===== config.mk =====
export PLATFORM = sky130hd
export DESIGN_NAME = ttpsw_writer
export DESIGN_NICKNAME = d
export VERILOG_FILES = /design/src/inc/ttpsw_pkg.sv /design/src/core/ttpsw_fifo.sv /design/src/core/ttpsw_writer.sv
export SDC_FILE = /design/constraint.sdc
export NUM_CORES = 1
export LEC_CHECK = 0
export BUFFER_PORTS_ARGS = -buffer_cell sky130_fd_sc_hd__buf_4
export CAP_MARGIN = 30
export CORE_UTILIZATION = 68
export CTS_BUF_LIST = sky130_fd_sc_hd__clkbuf_8
export CTS_CLUSTER_SIZE = 25
export DETAILED_ROUTE_END_ITERATION = 6
export PLACE_DENSITY_LB_ADDON = 0.12
export SETUP_SLACK_MARGIN = 0.05
export SYNTH_ARGS = -nofsm -noshare
export SYNTH_HDL_FRONTEND = slang
export SYNTH_SLANG_ARGS = --single-unit

===== constraint.sdc =====
create_clock -name clk_sys_in -period 16.8 [get_ports clk_sys_in]
set_input_delay 1.68 -clock clk_sys_in [delete_from_list [all_inputs] [get_ports clk_sys_in]]
set_output_delay 1.68 -clock clk_sys_in [all_outputs]
set_load 0.005 [all_outputs]

===== src/inc/ttpsw_pkg.sv =====
package ttpsw_pkg;

  // ------------------------------------------------------------
  // Page memory geometry
  // ------------------------------------------------------------
  localparam int        NUM_BLOCKS     = 10;
  localparam logic [3:0] EXT_BLOCK     = 4'h9;
  localparam logic [3:0] LAST_PAGE_EXT = 4'h8;
  localparam logic [3:0] LAST_PAGE_ALL = 4'h9;
  localparam logic [4:0] HDR_ROW       = 5'h00;
  localparam logic [4:0] STATUS_ROW    = 5'h19;
  localparam logic [5:0] CTRL_BYTES    = 6'h08;
  localparam logic [5:0] LAST_COL      = 6'h27;
  localparam logic [5:0] PAGE_CAPTURED_FLAG_COL     = 6'h08;
  localparam logic [5:0] FLAG_COL      = 6'h09;
  localparam logic [5:0] COL_LIMIT     = 6'h28;

  // ------------------------------------------------------------
  // Status byte fields
  // ------------------------------------------------------------
  localparam int ERR_BIT   = 4;
  localparam int PAGE_CAPTURED_FLAG_BIT = 4;
  localparam int FLAG_BIT  = 5;
  localparam int ISEQ_BIT  = 2;
  localparam int UPD_BIT   = 1;
  localparam int SER_BIT   = 0;
  localparam logic [5:0] ISEQ_COL = 6'h06;
  localparam logic [5:0] SER_COL  = 6'h07;

  // ------------------------------------------------------------
  // Write buffer
  // ------------------------------------------------------------
  localparam int FIFO_DEPTH = 8;

  typedef struct packed {
    logic       last;
    logic       skip;
    logic [3:0] block;
    logic [4:0] row;
    logic [5:0] col;
    logic [7:0] data;
    logic [2:0] magazine_number;
    logic       flag;
  } ttpsw_wr_t;

  typedef enum logic [1:0] {W_IDLE, W_DATA, W_PAGE_CAPTURED_FLAG, W_FLAG} ttpsw_wstate_t;

endpackage : ttpsw_pkg


===== src/core/ttpsw_fifo.sv =====
`timescale 1ns/1ns
module ttpsw_fifo #(
  parameter int WIDTH = 29,
  parameter int DEPTH = 8
) (
  input  wire logic             clk_sys_in,
  input  wire logic             rst_in,
  input  wire logic             in_valid_in,
  input  wire logic [WIDTH-1:0] in_data_in,
  output logic                  in_ready_out,
  output logic                  out_valid_out,
  output logic      [WIDTH-1:0] out_data_out,
  input  wire logic             out_ready_in
);

  localparam int AW = $clog2(DEPTH);
  localparam int CW = AW + 1;

  logic [WIDTH-1:0] mem_reg [DEPTH];
  logic [AW-1:0]    wr_ptr_reg;
  logic [AW-1:0]    wr_ptr_next;
  logic [AW-1:0]    rd_ptr_reg;
  logic [AW-1:0]    rd_ptr_next;
  logic [CW-1:0]    count_reg;
  logic [CW-1:0]    count_next;
  logic             ready_reg;
  logic             ready_next;
  logic             push;
  logic             pop;

  function automatic logic [AW-1:0] ptr_inc(input logic [AW-1:0] p);
    ptr_inc = (p == AW'(DEPTH - 1)) ? '0 : AW'(p + 1'b1);
  endfunction : ptr_inc

  assign in_ready_out  = ready_reg;
  assign out_valid_out = (count_reg != '0);
  assign out_data_out  = mem_reg[rd_ptr_reg];

  always_comb begin
    push        = in_valid_in & ready_reg;
    pop         = out_valid_out & out_ready_in;
    wr_ptr_next = push ? ptr_inc(wr_ptr_reg) : wr_ptr_reg;
    rd_ptr_next = pop ? ptr_inc(rd_ptr_reg) : rd_ptr_reg;
    count_next  = count_reg;
    if (push && !pop) begin
      count_next = CW'(count_reg + 1'b1);
    end else if (pop && !push) begin
      count_next = CW'(count_reg - 1'b1);
    end
    // Ready is registered, so it must reflect the count after this edge
    ready_next  = (count_next < CW'(DEPTH));
  end

  always_ff @(posedge clk_sys_in) begin
    if (rst_in) begin
      wr_ptr_reg <= '0;
      rd_ptr_reg <= '0;
      count_reg  <= '0;
      ready_reg  <= 1'b0;
    end else begin
      wr_ptr_reg <= wr_ptr_next;
      rd_ptr_reg <= rd_ptr_next;
      count_reg  <= count_next;
      ready_reg  <= ready_next;
    end
  end

  always_ff @(posedge clk_sys_in) begin
    if (push) begin
      mem_reg[wr_ptr_reg] <= in_data_in;
    end
  end

endmodule : ttpsw_fifo


===== src/core/ttpsw_writer.sv =====
`timescale 1ns/1ns
module ttpsw_writer
  import ttpsw_pkg::*;
(
  input  wire logic       clk_sys_in,
  input  wire logic       rst_in,
  input  wire logic       extension_capture_disable_in,
  input  wire logic       acquisition_disable_in,
  input  wire logic       pkt_valid_in,
  input  wire logic [7:0] pkt_data_in,
  input  wire logic       pkt_first_in,
  input  wire logic [4:0] pkt_row_in,
  input  wire logic       pkt_ext_in,
  input  wire logic [4:0] pkt_ext_row_in,
  input  wire logic [3:0] pkt_request_in,
  input  wire logic [2:0] magazine_number_in,
  input  wire logic       magazine_error_in,
  input  wire logic       row25_status_flag_in,
  output logic            pkt_ready_out,
  output logic            mem_req_out,
  input  wire logic       mem_grant_in,
  output logic      [3:0] mem_block_out,
  output logic      [4:0] mem_row_out,
  output logic      [5:0] mem_col_out,
  output logic      [7:0] mem_data_out,
  output logic            serial_magazine_bit_out,
  output logic            interrupted_sequence_bit_out,
  output logic            update_bit_out
);

  // ------------------------------------------------------------
  // Decode helpers
  // ------------------------------------------------------------
  // Returns {uncorrectable, nibble}; byte is P1 D1 P2 D2 P3 D3 P4 D4 from bit 0
  function automatic logic [4:0] ham84(input logic [7:0] b);
    logic fa;
    logic fb;
    logic fc;
    logic [3:0] d;
    fa = ~(b[0] ^ b[1] ^ b[5] ^ b[7]);
    fb = ~(b[1] ^ b[2] ^ b[3] ^ b[7]);
    fc = ~(b[1] ^ b[3] ^ b[4] ^ b[5]);
    d  = {b[7], b[5], b[3], b[1]};
    // Odd overall parity with a failed group means two bits are wrong
    if (!(^b)) begin
      d[0] = d[0] ^ (fa & fb & fc);
      d[1] = d[1] ^ (~fa & fb & fc);
      d[2] = d[2] ^ (fa & ~fb & fc);
      d[3] = d[3] ^ (fa & fb & ~fc);
      ham84 = {1'b0, d};
    end else begin
      ham84 = {(fa | fb | fc), d};
    end
  endfunction : ham84

  function automatic logic odd_ok(input logic [7:0] b);
    odd_ok = ^b;
  endfunction : odd_ok

  // ------------------------------------------------------------
  // Packet intake
  // ------------------------------------------------------------
  logic [5:0] colc_reg;
  logic [5:0] colc_next;
  logic       keep_reg;
  logic       keep_next;
  logic       ext_reg;
  logic       ext_next;
  logic [4:0] row_reg;
  logic [4:0] row_next;
  logic [3:0] req_reg;
  logic [3:0] req_next;
  logic [2:0] mag_reg;
  logic [2:0] mag_next;
  logic       flag_reg;
  logic       flag_next;
  logic       ser_reg;
  logic       ser_next;
  logic       iseq_reg;
  logic       iseq_next;
  logic       upd_reg;
  logic       upd_next;

  logic       acc;
  logic       ext_cur;
  logic [4:0] row_cur;
  logic [3:0] req_cur;
  logic [5:0] col_cur;
  logic       keep_cur;
  logic       hdr;
  logic [4:0] ham;
  logic       push_valid;
  ttpsw_wr_t  push_word;
  logic       fifo_ready;
  logic       fifo_valid;
  ttpsw_wr_t  fifo_word;
  logic       fifo_pop;

  assign pkt_ready_out                = fifo_ready;
  assign serial_magazine_bit_out      = ser_reg;
  assign interrupted_sequence_bit_out = iseq_reg;
  assign update_bit_out               = upd_reg;

  always_comb begin
    acc      = pkt_valid_in & fifo_ready;
    ext_cur  = pkt_first_in ? pkt_ext_in : ext_reg;
    row_cur  = pkt_first_in ? (pkt_ext_in ? pkt_ext_row_in : pkt_row_in) : row_reg;
    req_cur  = pkt_first_in ? pkt_request_in : req_reg;
    col_cur  = pkt_first_in ? 6'h00 : colc_reg;
    keep_cur = keep_reg;
    if (pkt_first_in) begin
      keep_cur = !magazine_error_in;
      keep_cur = keep_cur & (row_cur < STATUS_ROW);
      if (pkt_ext_in) begin
        keep_cur = keep_cur & !extension_capture_disable_in;
      end else if (extension_capture_disable_in) begin
        keep_cur = keep_cur & (pkt_request_in <= LAST_PAGE_ALL);
      end else begin
        keep_cur = keep_cur & (pkt_request_in <= LAST_PAGE_EXT);
      end
    end
    hdr = !ext_cur && (row_cur == HDR_ROW);
    ham = ham84(pkt_data_in);

    push_word       = '0;
    push_word.block = ext_cur ? EXT_BLOCK : req_cur;
    push_word.row   = row_cur;
    push_word.col   = col_cur;
    push_word.data  = pkt_data_in;
    push_word.magazine_number   = pkt_first_in ? magazine_number_in : mag_reg;
    push_word.flag  = pkt_first_in ? row25_status_flag_in : flag_reg;
    if (hdr && col_cur < CTRL_BYTES) begin
      // Errored control bytes still go in, flagged, so software can judge
      push_word.row  = STATUS_ROW;
      push_word.data = {3'h0, ham};
    end else if (hdr) begin
      push_word.skip = !odd_ok(pkt_data_in);
      push_word.data = {1'b0, pkt_data_in[6:0]};
      push_word.last = (col_cur == LAST_COL);
    end
    push_valid = acc && keep_cur && !acquisition_disable_in && (col_cur < COL_LIMIT)
                 && !(push_word.skip && !push_word.last);

    colc_next = acc ? ((col_cur < COL_LIMIT) ? 6'(col_cur + 6'h01) : col_cur) : colc_reg;
    keep_next = acc ? keep_cur : keep_reg;
    ext_next  = acc ? ext_cur : ext_reg;
    row_next  = acc ? row_cur : row_reg;
    req_next  = acc ? req_cur : req_reg;
    mag_next  = acc ? push_word.magazine_number : mag_reg;
    flag_next = acc ? push_word.flag : flag_reg;
    ser_next  = ser_reg;
    iseq_next = iseq_reg;
    upd_next  = upd_reg;
    if (push_valid && hdr && !ham[4]) begin
      if (col_cur == ISEQ_COL) begin
        iseq_next = ham[ISEQ_BIT];
        upd_next  = ham[UPD_BIT];
      end
      if (col_cur == SER_COL) begin
        ser_next = ham[SER_BIT];
      end
    end
  end

  always_ff @(posedge clk_sys_in) begin
    if (rst_in) begin
      colc_reg <= 6'h00;
      keep_reg <= 1'b0;
      ext_reg  <= 1'b0;
      row_reg  <= 5'h00;
      req_reg  <= 4'h0;
      mag_reg  <= 3'h0;
      flag_reg <= 1'b0;
      ser_reg  <= 1'b0;
      iseq_reg <= 1'b0;
      upd_reg  <= 1'b0;
    end else begin
      colc_reg <= colc_next;
      keep_reg <= keep_next;
      ext_reg  <= ext_next;
      row_reg  <= row_next;
      req_reg  <= req_next;
      mag_reg  <= mag_next;
      flag_reg <= flag_next;
      ser_reg  <= ser_next;
      iseq_reg <= iseq_next;
      upd_reg  <= upd_next;
    end
  end

  ttpsw_fifo #(
    .WIDTH ($bits(ttpsw_wr_t)),
    .DEPTH (FIFO_DEPTH)
  ) u_fifo (
    .clk_sys_in    (clk_sys_in),
    .rst_in        (rst_in),
    .in_valid_in   (push_valid),
    .in_data_in    (push_word),
    .in_ready_out  (fifo_ready),
    .out_valid_out (fifo_valid),
    .out_data_out  (fifo_word),
    .out_ready_in  (fifo_pop)
  );

  // ------------------------------------------------------------
  // Memory write port
  // ------------------------------------------------------------
  ttpsw_wstate_t wstate_reg;
  ttpsw_wstate_t wstate_next;
  ttpsw_wr_t     hold_reg;
  ttpsw_wr_t     hold_next;
  logic          req_o_next;
  logic [3:0]    blk_o_next;
  logic [4:0]    row_o_next;
  logic [5:0]    col_o_next;
  logic [7:0]    dat_o_next;

  assign fifo_pop = (wstate_reg == W_IDLE);

  always_comb begin
    wstate_next = wstate_reg;
    hold_next   = hold_reg;
    unique case (wstate_reg)
      W_IDLE: begin
        if (fifo_valid) begin
          hold_next = fifo_word;
          if (!fifo_word.skip) begin
            wstate_next = W_DATA;
          end else if (fifo_word.last) begin
            wstate_next = W_PAGE_CAPTURED_FLAG;
          end
        end
      end
      W_DATA: begin
        if (mem_grant_in) begin
          wstate_next = hold_reg.last ? W_PAGE_CAPTURED_FLAG : W_IDLE;
        end
      end
      W_PAGE_CAPTURED_FLAG: begin
        if (mem_grant_in) begin
          wstate_next = W_FLAG;
        end
      end
      W_FLAG: begin
        if (mem_grant_in) begin
          wstate_next = W_IDLE;
        end
      end
    endcase
    if (acquisition_disable_in) begin
      wstate_next = W_IDLE;
    end

    // Address and data stay put while the request waits for its grant
    req_o_next = (wstate_next != W_IDLE);
    blk_o_next = mem_block_out;
    row_o_next = mem_row_out;
    col_o_next = mem_col_out;
    dat_o_next = mem_data_out;
    if (wstate_next != W_IDLE) begin
      blk_o_next = hold_next.block;
      row_o_next = hold_next.row;
      col_o_next = hold_next.col;
      dat_o_next = hold_next.data;
    end
    if (wstate_next == W_PAGE_CAPTURED_FLAG) begin
      row_o_next = STATUS_ROW;
      col_o_next = PAGE_CAPTURED_FLAG_COL;
      dat_o_next = 8'h00;
      dat_o_next[PAGE_CAPTURED_FLAG_BIT] = 1'b1;
      dat_o_next[2:0] = hold_next.magazine_number;
    end else if (wstate_next == W_FLAG) begin
      row_o_next = STATUS_ROW;
      col_o_next = FLAG_COL;
      dat_o_next = 8'h00;
      dat_o_next[FLAG_BIT] = hold_next.flag;
    end
  end

  always_ff @(posedge clk_sys_in) begin
    if (rst_in) begin
      wstate_reg    <= W_IDLE;
      hold_reg      <= '0;
      mem_req_out   <= 1'b0;
      mem_block_out <= 4'h0;
      mem_row_out   <= 5'h00;
      mem_col_out   <= 6'h00;
      mem_data_out  <= 8'h00;
    end else begin
      wstate_reg    <= wstate_next;
      hold_reg      <= hold_next;
      mem_req_out   <= req_o_next;
      mem_block_out <= blk_o_next;
      mem_row_out   <= row_o_next;
      mem_col_out   <= col_o_next;
      mem_data_out  <= dat_o_next;
    end
  end
endmodule : ttpsw_writer


[Yosys cells after proc, flatten, opt, wreduce, memory -nomap -nowiden]
Memories as Yosys holds them, arrays and structs flattened. A register that Yosys moved wholly into a read port is not among the register bits.
Index checks and enable logic that the tools add are counted.
Widths: inputs -> output; s select.
Storage, ports and cells
  register bits: 89
  RAM bits: 232
  input bits: 35
  output and inout bits: 28
  word-level logic and storage cells: 165
  memories kept: 1
Memory list
  u_fifo.mem_reg: words 8, bits a word 29, rd ports 1, clocked after memory_dff 1, write ports 1, line ttpsw_fifo.sv:19  | logic [WIDTH-1:0] mem_reg [DEPTH];
Operators by class
  add/subtract/negate cells: 5
  order comparisons: 6
  equality and inequality tests: 10
  muxes and demuxes: 46
  bitwise gates (word level): 32
  reduce and logical (&&, ||, !) cells: 33
Operators by type and width (count)
  $mux 27: 2
  $mux 5: 8
  $mux 4: 7
  $mux 6: 4
  $mux 2: 10
  $mux 8: 2
  $mux 3: 5
  $and 1x1->1: 14
  $xor 1x1->1: 13
  $eq 6x3->1 const B: 2
  $logic_and 1x1->1: 11
  $logic_not 1->1: 10
  $eq 2x2->1 const B: 4
  $le 4x4->1 const B: 2
  $pmux 2 s4: 1
  $reduce_xor 8->1: 1
  $mux 1: 7
  $add 3x1->3 const B: 2
  $add 6x1->6 const B: 1
  $eq 3x3->1 const B: 2
  $eq 6x6->1 const B: 1
  $lt 6x4->1 const B: 1
  $lt 6x6->1 const B: 1
  $reduce_and 2->1: 3
  other kinds (14): 18

[Longest topological paths before layout]
  depth in word-level cells: 18
  depth in mapped cells: 17
  depth with buffers taken out: 15

[Modules after synthesis]
Synthesis repeated with hierarchy kept, for this count alone.
Second synthesis, totals
  cell total of the unflattened synthesis: 889
  area, all modules: 13513.0 µm²
By module, submodules not included
  ttpsw_fifo: times used 1, cells an instance 430, area each 9584.2 µm², sequential area each 7247.0 µm²
  ttpsw_writer: times used 1, cells an instance 459, area each 3928.8 µm², sequential area each 1561.5 µm²

[Worst setup path after synthesis]
OpenSTA, ideal clock, no wires.
  path kind: input port to flip-flop
  start point: input pkt_first_in
  end point: memory u_fifo.mem_reg[4][0], enable pin
  setup time: 0.498 ns
  data arrival time: 6.408 ns
  required time: 16.302 ns
  setup slack: 9.893 ns
  stages on the path: 9
  buffers on the path: 3
  cells stage by stage: buf_2 -> clkbuf_1 -> buf_1 -> nor2b_1 -> ha_1 -> nand3_1 -> o2111ai_4 -> nand2_4 -> nor4b_1
Between the ends
  elaborated cells on any way between the ends: 30
  those cells by class: order compare: 3; eq/ne: 1; mux: 10; bitwise: 5; reduce/logical: 11
RTL lines
  start, declared: line ttpsw_writer.sv:11  | input wire logic pkt_first_in,
  $mux 6 (*): line ttpsw_writer.sv:109  | col_cur = pkt_first_in ? 6'h00 : colc_reg;
  via col_cur[1]: line ttpsw_writer.sv:88  | logic [5:0] col_cur;
  $lt 6x4->1 or $eq 6x6->1 (tied branches): line ttpsw_writer.sv:132, ttpsw_writer.sv:139
  $logic_and 1x1->1 or $mux 2 (tied branches): line ttpsw_writer.sv:132, ttpsw_writer.sv:136
  $mux 2: line ttpsw_writer.sv:132  | if (hdr && col_cur < CTRL_BYTES) begin
  $logic_not 1->1: line ttpsw_writer.sv:142  | && !(push_word.skip && !push_word.last);
  $logic_and 1x1->1: line ttpsw_writer.sv:142
  $logic_not 1->1: line ttpsw_writer.sv:142
  $logic_and 1x1->1 (*): line ttpsw_writer.sv:142
  $and 1x1->1 (*): line ttpsw_fifo.sv:40  | push = in_valid_in & ready_reg;
  $mux 1 (*): line ttpsw_fifo.sv:69  | if (push) begin
  $mux 1 (not written as such) (*): line ttpsw_fifo.sv:70  | mem_reg[wr_ptr_reg] <= in_data_in;
  end, declared: line ttpsw_fifo.sv:19
Mark *: on every way through the listed nets, which the timed path passes. The rest lies on a longest branch.

==> metrics.md <==
| Metric | Value |
|---|---|
| Status | `completed` |
| Critical path launch point type | `input port` |
| TritonRoute pass-1 iters | `5` |
| N_diodes | `0` |
| Yosys top cell by area | `edfxtp_1` |
| XOR/XNOR Fraction of Synth Area | `1.373%` |
| Uppermost layer routed | `met4` |
| Total Power | `approximately 2 mW` |
| Post-synthesis simple-gate area fraction | `under 10%` |
| Yosys cell types | `72` |
| DR iter-0 viols | `693` |
| Vias in the first global route | `7744` |
| Synth Area in Compound Gates | `approximately 6.8%` |
| Core area | `18890 um2` |
| H-tree depth | `2` |
| Number of flops mapped to enable cells by yosys | `232` |
| Slowest-stage cell, CP | `nor3_1` |
| Crit path DAT | `between 4 and 5 ns` |
| TritonCTS clock tree | `done` |
| First-pass GRT wire length | `approximately 43 mm` |
| Share of the synthesized area in the top cell type | `a little over half` |
| Slew headroom | `between 20 and 30%` |
| Top post-synthesis cells by area | `edfxtp_1, dfxtp_1, mux4_2` |
| CP Buf/Inv Count | `2` |
| Drt wl/cell | `around 22 um` |
| Crit path largest cell delay | `0.59 ns` |
| Die width | `141.4 um` |
| Largest family of logic cells by synthesized area | `multiplexers` |
| Ys Warns | `0` |
| Fin crit share | `26.52%` |
| Gp weighted congestion | `roughly 0.84` |
| Synth Register Bits | `324` |
| Max-Cap Viols | `0` |
| Min Tclk post-route | `4.455 ns` |
| Ports | `63` |
| Fin Setup TNS | `0 ns` |
| Crit Path Class | `in -> reg` |
| Type of the worst min-delay path | `reg -> reg` |
| Post-synthesis mux area share | `14.29%` |
| Post-synth top cells | `edfxtp_1, dfxtp_1, nor2_1, mux4_2, nand2_1` |
| FILL cells | `1034` |
| Total CTS buffers | `50` |
| Total GRT Usage | `~29%` |
| DRC viols | `0` |
| Post-CTS Resized | `0` |
| Antenna Nets Post-Route | `0` |
| Clk_skew | `0.02964 ns` |
| Clock sink total | `324` |
| Net count after synthesis | `between 900 and 1k` |
| Initial core utilization | `69.95%` |
| Post-synthesis sequential area ratio | `66.65%` |
| GRT overflow | `0` |
| Slew Limit Fails | `0` |
| Final HPWL from detailed placement | `about 17 mm` |
| Required time of the critical path | `around 17 ns` |
| Final Hold Viols | `0` |
| IO buf count | `62` |
| Prevailing post-synth register cell | `edfxtp_1` |
| Hold buffers post-CTS | `0` |
| Postcts setup bufs | `0` |
| CTS root buf | `clkbuf_8` |
| Die area | `20000 um2` |
| Worst-Skew Late Latency | `0.57 ns` |
| Drt total wl | `between 20 and 30 mm` |
| Clk buf depth | `3` |
| Largest net degree at the start of global routing | `60` |
| CP delay by family, top | `simple AND/OR/NAND/NOR gates` |
| Total Nets Final | `995` |
| Dominant cell by count in the synthesized netlist | `edfxtp_1` |
| Clock transition at path regs | `roughly 0.060 ns` |
| Largest register FFs | `232` |
| Worst Hold Margin | `0.4540 ns` |
| DR WL met3 | `~2.2 mm` |
| Synth-to-layout area growth | `12.51%` |
| Share of cells above drive strength 1 | `between 20% and 30%` |
| Synth Area in Adders | `0.9467%` |
| Cells after synthesis | `870` |
| Setup violations, final | `0` |
| Die height | `141.4 um` |
| R2R Setup Slk | `13.26 ns` |
| Routed wl met2 | `13.23 mm` |
| Slew @ Worst Pin | `1.049 ns` |
| Num rows | `50` |
| Initial antenna violation count | `0` |
| RSZ-0062 raised after global routing | `false` |
| Vias | `7665` |
| CP Capture Type | `flip-flop` |
| Cell Pwr Density | `135.6 nW/um2` |
| Syn avg cell area | `between 15 and 20 um2` |
| Peak VDD IR | `0.07688 mV` |
| Vias per inst | `6.132` |
| Fmax | `0.2245 GHz` |
| Worst path cell trace | `buf_4 > nor4b_1 > o221ai_1 > nor3_1 > o2111ai_4 > nand2_4 > inv_1 > ha_1 > nand2b_1 > nor4_1 > a21oi_1 > o21ai_0 > mux2i_1 > nor2_1` |
| FFs w/ async S/R, synth | `0%` |
| Met1 Wirelength | `11.37 mm` |
| CP max FO | `29` |
| Cell Area, Synth | `13220 um2` |
| Static leakage | `5.098 nW` |
## area by class of cell
cell class / count / area, um2 / area share [%]
timing repair buffer: 78 / 589.3 / 3.963
tap: 260 / 325.3 / 2.188
inverter: 16 / 60.06 / 0.4039
clock inverter: 37 / 181.4 / 1.220
clock buffer: 55 / 757.0 / 5.091
multi-input combinational: 480 / 4141 / 27.85
sequential: 324 / 8815 / 59.28
## cell usage in the layout, fill, tap and decap left out, types with 5 or more instances in the layout
master | synthesis | routed
dfxtp_1 | 92 | 89
nand3_1 | 9 | 9
clkbuf_8 | 0 | 55
buf_4 | 2 | 77
mux2_2 | 8 | 8
and2_1 | 18 | 18
a211oi_1 | 19 | 19
xnor2_1 | 9 | 9
mux4_2 | 58 | 58
nor3_1 | 12 | 10
clkinv_2 | 0 | 7
nand2b_1 | 6 | 6
nor2b_1 | 6 | 6
nor2_1 | 72 | 71
a31oi_1 | 5 | 5
inv_1 | 15 | 34
clkinv_1 | 1 | 9
mux2i_1 | 48 | 48
edfxtp_1 | 232 | 232
ha_1 | 10 | 10
o21ai_0 | 24 | 24
a21oi_1 | 38 | 38
nand2_1 | 55 | 55
## through the flow
stage | cells | util (%) | instance area [um2] | setup WS [ns]
6_report | 1250 | 78.70 | 14870 | 12.34
5_1_grt | 1250 | 78.70 | 14870 | 12.14
4_1_cts | 1250 | 78.70 | 14870 | 12.43
3_5_place_dp | 1158 | 73.74 | 13930 | 11.83
3_3_place_gp | 1157 | 73.68 | 13920 | 11.41
2_1_floorplan | 870 | - | 13220 | 9.893
## routing by layer
layer | vias to the layer above | GRT usage [%]
met5 | - | 0
met2 | 325 | 46.98
li1 | 3503 | -
met4 | 0 | 10.02
met3 | 54 | 5.096
met1 | 3783 | 40.39
## worst register-to-register path, delay by kind of cell, from the launching register on
kind            cells  cell delay (ns)
buf+inv             3             1.06
simple gates        4             0.75
fa+ha+maj           2             0.66
flops               1             0.37
compound gates      2             0.30
mux                 2             0.25
## logic make-up after synthesis
family	Yosys count
buffers and inverters	66
multiplexers	115
AO/OA/AOI/OAI	130
adder cells (fa/ha/maj)	10
flip-flops	324
XOR/XNOR	16
AND/OR/NAND/NOR	209
## final timing paths
| check | from | cells after the start | to |
|---|---|---|---|
| setup / recovery | pkt_first_in | 14 | flip-flop |
| hold / removal | flag_reg | 2 | flag_reg |
| setup reg to reg | u_fifo.count_reg[1] | 13 | flip-flop |
| hold reg to reg | flag_reg | 2 | flag_reg |
## report_power, final
| group | internal [mW] | total [mW] | switching (mW) |
|---|---|---|---|
| clock | 0.316 | 0.607 | 0.291 |
| combinational | 0.188 | 0.451 | 0.263 |
| sequential | 0.921 | 0.959 | 0.0381 |
| total | 1.43 | 2.02 | 0.592 |
No activity file was read; power rests on OpenSTA's default activity.
